==> config.mk <==
export PLATFORM = sky130hd
export DESIGN_NAME = pwm_top
export DESIGN_NICKNAME = d
export VERILOG_FILES = /design/src/design/pwm_pkg.sv /design/src/design/pwm_channel.sv /design/src/design/pwm_top.sv
export SDC_FILE = /design/constraint.sdc
export NUM_CORES = 1
export LEC_CHECK = 0
export BUFFER_PORTS_ARGS = -buffer_cell sky130_fd_sc_hd__buf_4
export CORE_MARGIN = 5
export CORE_UTILIZATION = 61
export DETAILED_ROUTE_END_ITERATION = 8
export PLACE_DENSITY_LB_ADDON = 0.12
export SLEW_MARGIN = 25
export SYNTH_ARGS = -nofsm -noshare
export SYNTH_HDL_FRONTEND = slang
export SYNTH_SLANG_ARGS = --single-unit
==> constraint.sdc <==
create_clock -name clk_sys -period 3.7 [get_ports clk_sys]
set_clock_uncertainty 0.1 [all_clocks]
set_input_delay 0 -clock clk_sys [delete_from_list [all_inputs] [get_ports clk_sys]]
set_output_delay 0 -clock clk_sys [all_outputs]
set_load 0.01 [all_outputs]
==> src/design/pwm_pkg.sv <==
package pwm_pkg;
    localparam int CHANNELS = 5;
    localparam logic [7:0] ADDR_CTRL = 8'hA3;
    localparam logic [7:0] ADDR_CH0 = 8'hA4;
    localparam logic [7:0] ADDR_CH1 = 8'hA5;
    localparam logic [7:0] ADDR_CH2 = 8'hA6;
    localparam logic [7:0] ADDR_CH3 = 8'hA7;
    localparam logic [7:0] ADDR_CH4 = 8'hAC;
    localparam logic [7:0] ADDR_PIN_EN = 8'h9B;
    localparam int DUTY_MSB = 7;
    localparam int DUTY_LSB = 3;
    localparam int NARROW_MSB = 2;
    localparam int EN_LSB = 3;
    localparam int DIV_W = 2;
    localparam logic [7:0] DATA_RESET = 8'h00;
    localparam logic [4:0] PIN_EN_RESET = 5'h00;
    localparam logic [1:0] DIV_RESET = 2'h0;
    localparam logic [4:0] PHASE_LAST = 5'h1F;
    localparam logic [2:0] FRAME_LAST = 3'h7;
    localparam logic [3:0] PRESCALE_ONES = 4'hF;
endpackage

==> src/design/pwm_channel.sv <==
`timescale 1ns/10ps
`default_nettype none
module pwm_channel
    import pwm_pkg::*;
(
    input wire logic clk_sys,
    input wire logic reset,
    input wire logic pwm_tick,
    input wire logic [4:0] phase,
    input wire logic [2:0] frame_slot,
    input wire logic frame_start,
    input wire logic [7:0] data_in,
    output logic wave_out
);
    logic [7:0] active_reg;
    logic [7:0] active_next;
    logic wave_reg;
    logic wave_next;
    logic [4:0] duty;
    logic [2:0] narrow_pulse_count;
    logic insert;
    logic [5:0] high_len;

    assign active_next = frame_start ? data_in : active_reg;
    assign duty = active_reg[DUTY_MSB:DUTY_LSB];
    assign narrow_pulse_count = active_reg[NARROW_MSB:0];
    // inserted slots spread over the eight-cycle frame
    // bit0 one slot, bit1 two, bit2 three
    assign insert = (narrow_pulse_count[0] && frame_slot == 3'h3)
        || (narrow_pulse_count[1] && (frame_slot == 3'h1 || frame_slot == 3'h5))
        || (narrow_pulse_count[2]
            && (frame_slot == 3'h0 || frame_slot == 3'h2 || frame_slot == 3'h6));
    // high time equals duty, plus one clock in inserted cycles
    assign high_len = {1'b0, duty} + {5'h00, insert};
    assign wave_next = pwm_tick ? ({1'b0, phase} < high_len) : wave_reg;

    always_ff @(posedge clk_sys)
    begin
        if (reset)
        begin
            active_reg <= DATA_RESET;
            wave_reg <= 1'b0;
        end
        else
        begin
            active_reg <= active_next;
            wave_reg <= wave_next;
        end
    end

    assign wave_out = wave_reg;

    // data only changes at a frame boundary
    chk_latch_at_frame:
    assert property (@(posedge clk_sys) disable iff (reset)
        !$past(frame_start) |-> $stable(active_reg))
    else $error("active data changed mid-frame");
endmodule
`default_nettype wire

==> src/design/pwm_top.sv <==
`timescale 1ns/10ps
`default_nettype none
module pwm_top
    import pwm_pkg::*;
(
    input wire logic clk_sys,
    input wire logic reset,
    input wire logic [7:0] sfr_addr,
    input wire logic [7:0] sfr_wdata,
    input wire logic sfr_wr,
    input wire logic sfr_rd,
    output logic [7:0] sfr_rdata,
    input wire logic [4:0] port1_gpio_out,
    output logic [4:0] port1_pin_out
);
    logic [7:0] data_reg [CHANNELS];
    logic [4:0] pin_en_reg;
    logic [1:0] clock_divider_field;
    logic [3:0] prescale_reg;
    logic [4:0] phase_reg;
    logic [2:0] frame_reg;
    logic [7:0] rdata_reg;
    logic [7:0] rdata_next;
    logic pwm_tick;
    logic frame_start;
    logic [3:0] div_mask;
    logic [4:0] wave;
    logic [7:0] ch_addr [CHANNELS];
    logic [CHANNELS-1:0] ch_hit;
    logic sel_ctrl;
    logic sel_en;

    assign ch_addr[0] = ADDR_CH0;
    assign ch_addr[1] = ADDR_CH1;
    assign ch_addr[2] = ADDR_CH2;
    assign ch_addr[3] = ADDR_CH3;
    assign ch_addr[4] = ADDR_CH4;
    assign sel_ctrl = (sfr_addr == ADDR_CTRL);
    assign sel_en = (sfr_addr == ADDR_PIN_EN);

    genvar i;
    generate
        for (i = 0; i < CHANNELS; i++)
        begin : g_ch
            assign ch_hit[i] = (sfr_addr == ch_addr[i]);
            always_ff @(posedge clk_sys)
            begin
                if (reset)
                    data_reg[i] <= DATA_RESET;
                else if (sfr_wr && ch_hit[i])
                    data_reg[i] <= sfr_wdata;
            end
            pwm_channel u_ch (
                .clk_sys(clk_sys),
                .reset(reset),
                .pwm_tick(pwm_tick),
                .phase(phase_reg),
                .frame_slot(frame_reg),
                .frame_start(frame_start),
                .data_in(data_reg[i]),
                .wave_out(wave[i])
            );
            assign port1_pin_out[i] = pin_en_reg[i] ? wave[i] : port1_gpio_out[i];
        end
    endgenerate

    always_ff @(posedge clk_sys)
    begin
        if (reset)
        begin
            pin_en_reg <= PIN_EN_RESET;
            clock_divider_field <= DIV_RESET;
        end
        else if (sfr_wr && sel_en)
            pin_en_reg <= sfr_wdata[DUTY_MSB:EN_LSB];
        else if (sfr_wr && sel_ctrl)
            clock_divider_field <= sfr_wdata[DIV_W-1:0];
    end

    // tick when low field+1 prescaler bits are all ones
    assign div_mask = PRESCALE_ONES >> (2'h3 - clock_divider_field);
    assign pwm_tick = ((prescale_reg & div_mask) == div_mask);
    // 32 ticks per cycle, 8 cycles per frame
    assign frame_start = pwm_tick && phase_reg == PHASE_LAST && frame_reg == FRAME_LAST;

    always_ff @(posedge clk_sys)
    begin
        if (reset)
        begin
            prescale_reg <= 4'h0;
            phase_reg <= 5'h00;
            frame_reg <= 3'h0;
        end
        else
        begin
            prescale_reg <= prescale_reg + 4'h1;
            if (pwm_tick)
            begin
                phase_reg <= phase_reg + 5'h01;
                if (phase_reg == PHASE_LAST)
                    frame_reg <= frame_reg + 3'h1;
            end
        end
    end

    // readback: unused bits read zero
    always_comb
    begin
        rdata_next = 8'h00;
        for (int k = 0; k < CHANNELS; k++)
            if (ch_hit[k])
                rdata_next = data_reg[k];
        if (sel_en)
            rdata_next = {pin_en_reg, 3'h0};
        if (sel_ctrl)
            rdata_next = {6'h00, clock_divider_field};
    end

    always_ff @(posedge clk_sys)
    begin
        if (reset)
            rdata_reg <= 8'h00;
        else if (sfr_rd)
            rdata_reg <= rdata_next;
    end
    assign sfr_rdata = rdata_reg;

    chk_write_ch4:
    assert property (@(posedge clk_sys) disable iff (reset)
        sfr_wr && sfr_addr == ADDR_CH4 |=> data_reg[4] == $past(sfr_wdata))
    else $error("channel 4 write lost");

    chk_write_ch0:
    assert property (@(posedge clk_sys) disable iff (reset)
        sfr_wr && sfr_addr == ADDR_CH0 |=> data_reg[0] == $past(sfr_wdata))
    else $error("channel 0 write lost");

    chk_pin_route:
    assert property (@(posedge clk_sys) disable iff (reset)
        pin_en_reg[0] |-> port1_pin_out[0] == wave[0])
    else $error("channel 0 not routed");

    chk_tick_div16:
    assert property (@(posedge clk_sys) disable iff (reset)
        clock_divider_field == 2'h3 && pwm_tick && $stable(clock_divider_field)
        |=> (!pwm_tick || clock_divider_field != 2'h3) [*8])
    else $error("divide by 16 tick too early");

    chk_tick_div8:
    assert property (@(posedge clk_sys) disable iff (reset)
        clock_divider_field == 2'h2 && pwm_tick && $stable(clock_divider_field)
        |=> (!pwm_tick || clock_divider_field != 2'h2) [*7])
    else $error("divide by 8 tick too early");

    chk_tick_div2:
    assert property (@(posedge clk_sys) disable iff (reset)
        !$past(reset) && clock_divider_field == 2'h0 && $stable(clock_divider_field)
        |-> pwm_tick != $past(pwm_tick))
    else $error("divide by 2 tick missing");

    chk_div_write:
    assert property (@(posedge clk_sys) disable iff (reset)
        sfr_wr && sel_ctrl |=> clock_divider_field == $past(sfr_wdata[DIV_W-1:0]))
    else $error("divider field write lost");

    chk_pin_en_write:
    assert property (@(posedge clk_sys) disable iff (reset)
        sfr_wr && sel_en |=> pin_en_reg == $past(sfr_wdata[DUTY_MSB:EN_LSB]))
    else $error("pin enable write lost");

    chk_write_ch3:
    assert property (@(posedge clk_sys) disable iff (reset)
        sfr_wr && sfr_addr == ADDR_CH3 |=> data_reg[3] == $past(sfr_wdata))
    else $error("channel 3 write lost");

    chk_frame_wrap:
    assert property (@(posedge clk_sys) disable iff (reset)
        pwm_tick && phase_reg == PHASE_LAST && frame_reg == FRAME_LAST |=> frame_reg == 3'h0)
    else $error("frame did not wrap after eight cycles");

    chk_unmapped_read:
    assert property (@(posedge clk_sys) disable iff (reset)
        sfr_rd && ch_hit == '0 && !sel_en && !sel_ctrl |=> sfr_rdata == 8'h00)
    else $error("unmapped read not zero");

    chk_wave_reset:
    assert property (@(posedge clk_sys) disable iff (reset)
        $past(reset) |-> wave == 5'h00)
    else $error("outputs not low after reset");

    chk_phase_wrap:
    assert property (@(posedge clk_sys) disable iff (reset)
        pwm_tick && phase_reg == PHASE_LAST |=> phase_reg == 5'h00)
    else $error("phase did not wrap at 32");

    chk_duty_low:
    assert property (@(posedge clk_sys) disable iff (reset)
        $past(reset) |-> pin_en_reg == PIN_EN_RESET && data_reg[0] == DATA_RESET)
    else $error("reset values wrong");

    chk_read_ctrl:
    assert property (@(posedge clk_sys) disable iff (reset)
        sfr_rd && sel_ctrl |=> sfr_rdata[7:2] == 6'h00)
    else $error("control upper bits not zero");
endmodule
`default_nettype wire

* Word level (Yosys, flattened, before mapping)
Memory sizes are Yosys's and may differ from the RTL's.
Cells that the tools add are included.
** Storage, ports and cells
- Output and inout port bits :: 13
- Register bits :: 72
- Memory bits (read-only) :: 0
- Logic and storage cells :: 128
- Bits in latches :: 0
- Bits in writable memories :: 40
- Memories kept :: 1
** Memories
- data_reg :: words 5, width 8, rd ports 5, clocked after Yosys merged registers in 0, write ports 5, RTL line pwm_top.sv:16 : logic [7:0] data_reg [CHANNELS];
** Operators by class
- Muxes and demuxes :: 34
- Order comparisons :: 5
- Equal/unequal tests :: 15
- Div/mod/pow operators :: 0
- Multipliers :: 0
- Shift operators :: 1
- $add $sub $neg :: 9
- Reduce and logical (&&, ||, !) cells :: 40
- Bitwise operators :: 7
** Operators by type and width (number)
- two-way mux 8 bit :: 12
- == test 8 bit (second input constant) :: 7
- adder 5 x 1 -> 6 bit :: 5
- < comparator 5 x 6 -> 1 bit :: 5
- logical AND 1 bit :: 24
- two-way mux 1 bit :: 22
- logical OR 1 bit :: 13
- == test 3 bit (second input constant) :: 3
- == test 3 x 2 -> 1 bit (second input constant) :: 2
- adder 5 x 1 -> 5 bit (second input constant) :: 1
- == test 5 bit (second input constant) :: 1
- bitwise OR 1 bit :: 5
- adder 4 x 1 -> 4 bit (second input constant) :: 1
- AND 4 bit :: 1
- == test 4 bit :: 1
- AND reduction 2 bit :: 2
- >> shifter 4 x 2 -> 4 bit (first input constant) :: 1
- adder 3 x 1 -> 3 bit (second input constant) :: 1
- == test 3 x 1 -> 1 bit (second input constant) :: 1
- zero test 3 bit :: 1
- subtractor 2 bit (first input constant) :: 1
- NOT 1 bit :: 1

* Depth between registers and ports, before layout
Gate-level depths: netlist of run 1.
- Depth in word-level cells :: 8
- Depth in mapped cells :: 13
- Gate-level depth less buffers :: 13

* Hierarchy
From an unflattened synthesis of run 1, not the netlist that was laid out.
** Unflattened totals
- Cell total of the unflattened synthesis :: 573
- Area total of the unflattened synthesis :: 5904.4 um^2
** By module, submodules not included
- pwm_top :: sequential area each 1741.7 um^2, area an instance 3364.5 um^2, cells an instance 298, instances 1
- pwm_channel :: sequential area each 180.2 um^2, area an instance 508.0 um^2, cells an instance 55, instances 5

* Worst setup path before layout of run 1
Ideal clock, no wire load.
- Path type :: register -> register
- Start :: register frame_reg[0]
- End :: register g_ch[2].u_ch.wave_reg
- Setup slack :: 1.080 ns
- Cell stages (with the launch flop) :: 12
- Arrival :: 2.429 ns
- Setup time :: 0.091 ns
- Path buffers :: 0
- Cell sequence :: dfxtp_1 > ha_1 > ha_1 > a222oi_1 > inv_1 > ha_1 > ha_1 > nand3_1 > xor2_1 > ha_1 > o22a_1 > a311oi_1
** On the way
- Longest elaborated chain between the ends :: 7
- Elaborated cells on any way between the ends :: 16
- Those cells by class :: add/sub (1); order compare (1); eq/ne (5); reduce/logical (9)
** Ends and longest elaborated chain
- from (decl) :: RTL line pwm_top.sv:21 : logic [2:0] frame_reg;
- from (signal assigned) :: RTL line pwm_top.sv:101 : frame_reg <= frame_reg + 3'h1;
- == test 3 x 1 -> 1 bit (tied with other cells) :: RTL line pwm_channel.sv:30 : || (narrow_pulse_count[1] && (frame_slot == 3'h1 || frame_slot == 3'h5))
- logical OR 1 bit, on equally long branches :: RTL line pwm_channel.sv:30, pwm_channel.sv:32
- logical AND 1 bit / logical OR 1 bit (equally long branches) :: RTL line pwm_channel.sv:30, pwm_channel.sv:32
- logical OR 1 bit / logical AND 1 bit (equally long branches) :: RTL line pwm_channel.sv:30, pwm_channel.sv:32
- logical OR 1 bit (*) :: RTL line pwm_channel.sv:31 : || (narrow_pulse_count[2]
- adder 5 x 1 -> 6 bit (*) :: RTL line pwm_channel.sv:34 : assign high_len = {1'b0, duty} + {5'h00, insert};
- < comparator 5 x 6 -> 1 bit (*) :: RTL line pwm_channel.sv:35 : assign wave_next = pwm_tick ? ({1'b0, phase} < high_len) : wave_reg;
- to (signal assigned) :: RTL line pwm_channel.sv:47 : wave_reg <= wave_next;
- to (decl) :: RTL line pwm_channel.sv:17 : logic wave_reg;
Every way passes the cells marked *; elsewhere a longest branch is shown, timed or not.
A chain may end at the register's enable or synchronous reset.

* Worst setup path after layout of run 1
- Start :: register frame_reg[0]
- End :: register g_ch[1].u_ch.wave_reg
** On the way
- Longest elaborated chain between the ends :: 7
- Elaborated cells on any way between the ends :: 16
- Those cells by class :: add/sub (1); order compare (1); eq/ne (5); reduce/logical (9)
** Ends and longest elaborated chain (RTL line)
- == test 3 x 1 -> 1 bit (tied with other cells) :: pwm_channel.sv:30
- logical OR 1 bit, on equally long branches :: pwm_channel.sv:30, pwm_channel.sv:32
- logical AND 1 bit / logical OR 1 bit (equally long branches) :: pwm_channel.sv:30, pwm_channel.sv:32
- logical OR 1 bit / logical AND 1 bit (equally long branches) :: pwm_channel.sv:30, pwm_channel.sv:32
- logical OR 1 bit (*) :: pwm_channel.sv:31
- adder 5 x 1 -> 6 bit (*) :: pwm_channel.sv:34
- < comparator 5 x 6 -> 1 bit (*) :: pwm_channel.sv:35
- to (signal assigned) :: pwm_channel.sv:47
- to (decl) :: pwm_channel.sv:17
Marks and branches as above.

==> results of run 1 <==
-- area by class of cell --
cell class              count  area [sq um]
fillers                   765          2870
repair buffers             50           400
clock buffers               9           124
well taps                 111           139
multi-input cells         453          2920
clock inverters             7          52.6
inverters                  14          52.6
flip-flops and latches    112          2640
-- cell usage after synthesis (all sizes together) (5+ instances only) --
cell type	instances
nand2	103
dfxtp	72
a21oi	60
and2	40
edfxtp	40
ha	39
nor2	35
o21ai	31
nand3	18
buf	14
inv	14
clkbuf	13
mux2i	13
xor2	12
xnor2	9
nor2b	8
nor3	7
a211oi	6
a22oi	6
a311oi	6
nand2b	6
a222oi	5
mux2	5
nor3b	5
o22a	5
-- critical path, stage by stage (launching register included) --
cell      delay, ns
dfxtp_1        0.34
ha_1           0.22
ha_1           0.26
a222oi_1       0.40
inv_1          0.09
ha_1           0.20
ha_1           0.21
nand3_1        0.10
xor2_1         0.15
ha_1           0.25
o22a_1         0.21
a311oi_1       0.27
-- power groups by stage --
| stage | sequential [uW] | combinational [uW] | clock, uW |
|---|---|---|---|
| after floorplan | 1350 | 95.1 | 0 |
| after global placement | 1360 | 149 | 0 |
| after detailed placement | 1360 | 153 | 0 |
| after CTS | 1340 | 161 | 699 |
| after global routing | 1340 | 179 | 745 |
| final | 1340 | 162 | 687 |
-- timing repair --
action                                  CTS  global route
endpoints found under the hold margin    52             0
hold buffers                             10             0
endpoints found under the setup margin    0             0
-- path summary, 6_finish.rpt --
check                                                  end  slack, ns
worst min-delay path                clock_divider_field[0]       0.02
worst max-delay path                 g_ch[1].u_ch.wave_out       0.82
worst min register to register  g_ch[4].u_ch.active_reg[0]       0.36
worst max register to register       g_ch[1].u_ch.wave_out       0.82
-- cell families after synthesis --
group           after synthesis  synth area share
flops                       112             0.461
fa+ha+maj                    39            0.0851
simple gates                236             0.210
mux                          18            0.0325
xor+xnor                     21            0.0321
buf+inv                      41            0.0303
compound gates              139             0.150
-- per-layer routing --
layer	up-vias	global-route usage	share of wire
met5	-	0	0
met1	2149	0.340	0.45
met3	25	0.0452	0.066
met4	0	0.0694	0.019
li1	2209	-	-
met2	156	0.415	0.47
-- per-stage QoR --
step	std cells	total power, uW	cell area (sq um)	worst slack (ns)
floorplan	606	1440	5740	1.08
global placement	730	1510	6050	0.918
detailed placement	730	1520	6050	0.855
CTS	756	2200	6330	0.824
global route	756	2260	6330	0.551
finish	756	2190	6330	0.820
==> flow_metrics.env, run 1 <==
export IMPL_status="completed"
export IMPL_path_clk_slew_ns=0.11
export IMPL_clock_path_buffers=2
export IMPL_hpwl_um=9970
export IMPL_totalWireLength_um=13700
export IMPL_reg2reg_from="frame_reg[0]"
export IMPL_vias_per_cell=6.00
export IMPL_drive_above_1_share=0.112
export IMPL_clockPowerShare=0.314
export IMPL_slew_headroom=0.452
export IMPL_globalplace_congestion=0.903
export IMPL_cts_buffers=9
export IMPL_clock_sinks=112
export IMPL_power_frac_comb=0.074
export IMPL_async_reset_ff_frac=0
export IMPL_grt_pass1_vias=4437
export IMPL_cp_required_ns=3.89
export IMPL_end_kind="register"
export IMPL_diodes=0
export IMPL_dr_pass1_iters=6
export IMPL_io_pins=38
export IMPL_clk_latency_ns=0.38
export IMPL_start_util=0.624
export IMPL_die_area_sq_um=11400
export IMPL_wl_per_cell_um=18.1
export IMPL_antenna_found_initial=0
export IMPL_fp_row_count=35
export IMPL_finish_utilization=0.688
export IMPL_maxCapViolations=0
export IMPL_synthCells=606
export IMPL_num_vias=4539
export IMPL_switching_share=0.256
export IMPL_p_leak_uw=0.00245
export IMPL_synth_ff_type="dfxtp_1"
export IMPL_min_period_ns=2.88
export IMPL_die_w_um=107
export IMPL_core_sq_um=9200
export IMPL_portBuffers=37
export IMPL_ir_drop_v=0.000233
export IMPL_root_buffer="clkbuf_8"
export IMPL_track_usage=0.251
export IMPL_synth_enable_flop_cells=40
export IMPL_ys_top_cells_by_area="dfxtp_1, edfxtp_1, ha_1"
export IMPL_cp_data_arrival_time_ns=3.07
export IMPL_clock_fmax_mhz=347
export IMPL_hold_class="input pin to register"
export IMPL_timing_critical_path_from="frame_reg[0]"
export IMPL_final_cell_mix="nand2_1, dfxtp_1, a21oi_1"
export IMPL_hold_violations=0
export IMPL_worst_slew_pin_slew_ns=0.823
export IMPL_cts_tree="built"
export IMPL_maxSlewViolCount=0
export IMPL_grt_ovfl_total=0
export IMPL_drc=0
export IMPL_worstHoldPathCells=4
export IMPL_setup_viol=0
export IMPL_crit_path_start_kind="register"
export IMPL_p_int_uw=1630
export IMPL_switching_power_uw=560
export IMPL_antenna_left=0
export IMPL_h_tree_depth=3
export IMPL_drt_iter0_markers=407
export IMPL_final_common_cell="nand2_1"
export IMPL_postSynthNetCount=670
export IMPL_power_density_nw_per_um2=345
export IMPL_postCtsSetupBuffers=0
export IMPL_fin_crit_sh=0.778
export IMPL_ys_types=53
export IMPL_tns_ns=0
export IMPL_rsz0062_at_grt="no"
export IMPL_grt_pass1_wl_um=22300
export IMPL_synth_largest_area_cell="dfxtp_1"
export IMPL_synthToLayoutAreaGrowth_pct=10.4
export IMPL_ys_seq_area_frac=0.461
export IMPL_hp_start="sfr_wr"
export IMPL_syn_area_per_cell_sq_um=9.47
export IMPL_dieHeight_um=107
export IMPL_ys_warnings_count=0
export IMPL_final_nets=704
export IMPL_ff2ff_path_depth=11
export IMPL_grt_start_max_net_pins=78
export IMPL_cts_resized_gates=0
export IMPL_power_frac_seq=0.612
export IMPL_path_class="register to register"
export IMPL_critPathMaxFanout=5
export IMPL_netlist_area_leader_share=0.251
export IMPL_synth_seq_cells=112
export IMPL_syn_cell_area_sq_um=5740
export IMPL_hold_worst_slack_ns=0.0222
(Power assumes the default switching activity.)
==> inputs of run 2 (changes only) <==
==> constraint.sdc (replaced) <==
create_clock -name clk_sys -period 2.97 [get_ports clk_sys]
set_clock_uncertainty 0.1 [all_clocks]
set_input_delay 0 -clock clk_sys [delete_from_list [all_inputs] [get_ports clk_sys]]
set_output_delay 0 -clock clk_sys [all_outputs]
set_load 0.01 [all_outputs]
==> run 2 against run 1 <==
Critical path depth is 1 higher. Count of clock-buffer cells in the layout rose by 2. Power rose by 28%. Cell area up 2.0%. Clock power increased by 34%. Combinational power increased by 30%. Wire length is 2.8% higher. Maximum frequency grew 4.6%. First-iteration DRC count down 4.4%. Worst hold slack gained 0.019 ns. Non-clock buffer count grew 8. Highest routed layer unchanged.
==> flow_metrics.env, run 2 (synthesis results as in run 1) <==
export IMPL_status="completed"
export IMPL_diodes=0
export IMPL_crit_family="compound AO/OA/AOI/OAI gates"
export IMPL_start_util=0.624
export IMPL_dp_slack_ns=0.0878
export IMPL_cp_cell_sequence="inv_1, ha_1, a21o_1, a222oi_1, inv_1, ha_2, ha_1, nand3_1, xor2_1, ha_1, o22a_1, a311oi_1"
export IMPL_post_route_cell_area_sq_um=6460
export IMPL_wl_per_cell_um=18.4
export IMPL_hold_worst_slack_ns=0.0417
export IMPL_setup_ws_ns=0.217
export IMPL_setup_viol=0
export IMPL_globalplace_congestion=0.940
export IMPL_cts_tree="built"
export IMPL_min_period_ns=2.75
export IMPL_drt_iter0_markers=389
export IMPL_core_sq_um=9200
export IMPL_max_stage_delay_ns=0.36
export IMPL_cts_buffers=9
export IMPL_grt_start_max_net_pins=50
export IMPL_clock_sinks=112
export IMPL_tns_ns=0
export IMPL_switching_power_uw=666
export IMPL_antenna_found_initial=0
export IMPL_h_tree_depth=3
export IMPL_clock_path_buffers=2
export IMPL_end_kind="register"
export IMPL_slew_headroom=0.625
export IMPL_final_cell_mix="nand2_1, dfxtp_1, a21oi_1, buf_4"
export IMPL_worst_slew_pin_slew_ns=0.563
export IMPL_io_pins=38
export IMPL_drc=0
export IMPL_synthToLayoutAreaGrowth_pct=12.6
export IMPL_maxCapViolations=0
export IMPL_final_nets=712
export IMPL_critPathMaxFanout=5
export IMPL_fp_row_count=35
export IMPL_ir_drop_v=0.000300
export IMPL_hpwl_um=10200
export IMPL_critical_path_buf_inv_count=2
export IMPL_track_usage=0.255
export IMPL_grt_pass1_vias=4482
export IMPL_dieHeight_um=107
export IMPL_cp_required_ns=3.16
export IMPL_dr_pass1_iters=5
export IMPL_num_vias=4600
export IMPL_timing_critical_path_from="frame_reg[0]"
export IMPL_switching_share=0.238
export IMPL_clock_fmax_mhz=363
export IMPL_clockPowerShare=0.329
export IMPL_maxSlewViolCount=0
export IMPL_path_clk_slew_ns=0.10
export IMPL_antenna_left=0
export IMPL_p_int_uw=2130
export IMPL_grt_pass1_wl_um=22500
export IMPL_cp_slowest_cell="dfxtp_2"
export IMPL_die_w_um=107
export IMPL_fin_crit_sh=0.927
export IMPL_rsz0062_at_grt="no"
export IMPL_hold_class="input pin to register"
export IMPL_totalWireLength_um=14000
export IMPL_hold_violations=0
export IMPL_power_frac_seq=0.596
export IMPL_die_area_sq_um=11400
export IMPL_place_area_sq_um=6060
export IMPL_p_leak_uw=0.00251
export IMPL_power_density_nw_per_um2=433
export IMPL_root_buffer="clkbuf_8"
export IMPL_final_common_cell="nand2_1"
export IMPL_portBuffers=37
export IMPL_cp_common_cell="ha_1"
export IMPL_clk_latency_ns=0.37
export IMPL_vias_per_cell=6.02
export IMPL_finish_utilization=0.702
export IMPL_drive_above_1_share=0.126
export IMPL_cp_data_arrival_time_ns=2.94
export IMPL_reg2reg_from="frame_reg[0]"
export IMPL_fillers=711
export IMPL_grt_ovfl_total=0
export IMPL_crit_path_start_kind="register"
export IMPL_power_frac_comb=0.075
export IMPL_hp_start="sfr_wr"
export IMPL_path_class="register to register"
-- run 2: area by class of cell --
class	instances	area, sq um	area share
clock buffer	11	141	0.0219
clock inverter	5	56.3	0.00872
inverter	14	52.6	0.00813
multi-input combinational	453	2950	0.457
sequential	112	2650	0.409
tap	111	139	0.0215
timing repair buffer	58	475	0.0736
-- run 2: worst reg2reg max path, cell delays in order (launching register included) --
cell and delay (ns):
dfxtp_2 0.36, inv_1 0.08, ha_1 0.21, a21o_1 0.21, a222oi_1 0.29, inv_1 0.09
ha_2 0.18, ha_1 0.20, nand3_1 0.10, xor2_1 0.16, ha_1 0.26, o22a_1 0.20
a311oi_1 0.24
-- run 2: stage by stage --
step                      std cells  total power, uW
after global placement          731             1890
after floorplan                 606             1800
after CTS                       763             2800
after global routing            764             2890
final                           764             2800
after detailed placement        731             1890
-- run 2: layer usage --
metal / up-vias / GRT usage / wire (um) / share of wire
met4: 0 / 0.114 / 445 / 0.032
met2: 176 / 0.410 / 6570 / 0.47
met1: 2161 / 0.336 / 6160 / 0.44
li1: 2228 / - / - / -
met5: - / 0 / 0 / 0
met3: 35 / 0.0476 / 866 / 0.062
-- run 2: power by group through the flow --
stage / clock network [uW] / registers (uW) / logic (uW)
final: 919 / 1670 / 210
after floorplan: 0 / 1680 / 118
after CTS: 929 / 1670 / 204
after global placement: 0 / 1700 / 187
after global routing: 991 / 1670 / 229
after detailed placement: 0 / 1700 / 193
-- run 2: worst paths after layout --
| path | depth (start not counted) | to | slack [ns] |
|---|---|---|---|
| max | 12 | g_ch[4].u_ch.wave_out | 0.22 |
| min | 4 | clock_divider_field[0] | 0.04 |
| max reg2reg | 12 | g_ch[4].u_ch.wave_out | 0.22 |
| min reg2reg | 2 | g_ch[0].u_ch.active_reg[0] | 0.36 |
-- run 2: what timing repair did --
action / CTS / global route
hold buffers: 16 / 0
gates resized for setup: 0 / 12
endpoints found under the setup margin: 0 / 5
endpoints found under the hold margin: 53 / 0
buffers inserted: 0 / 1
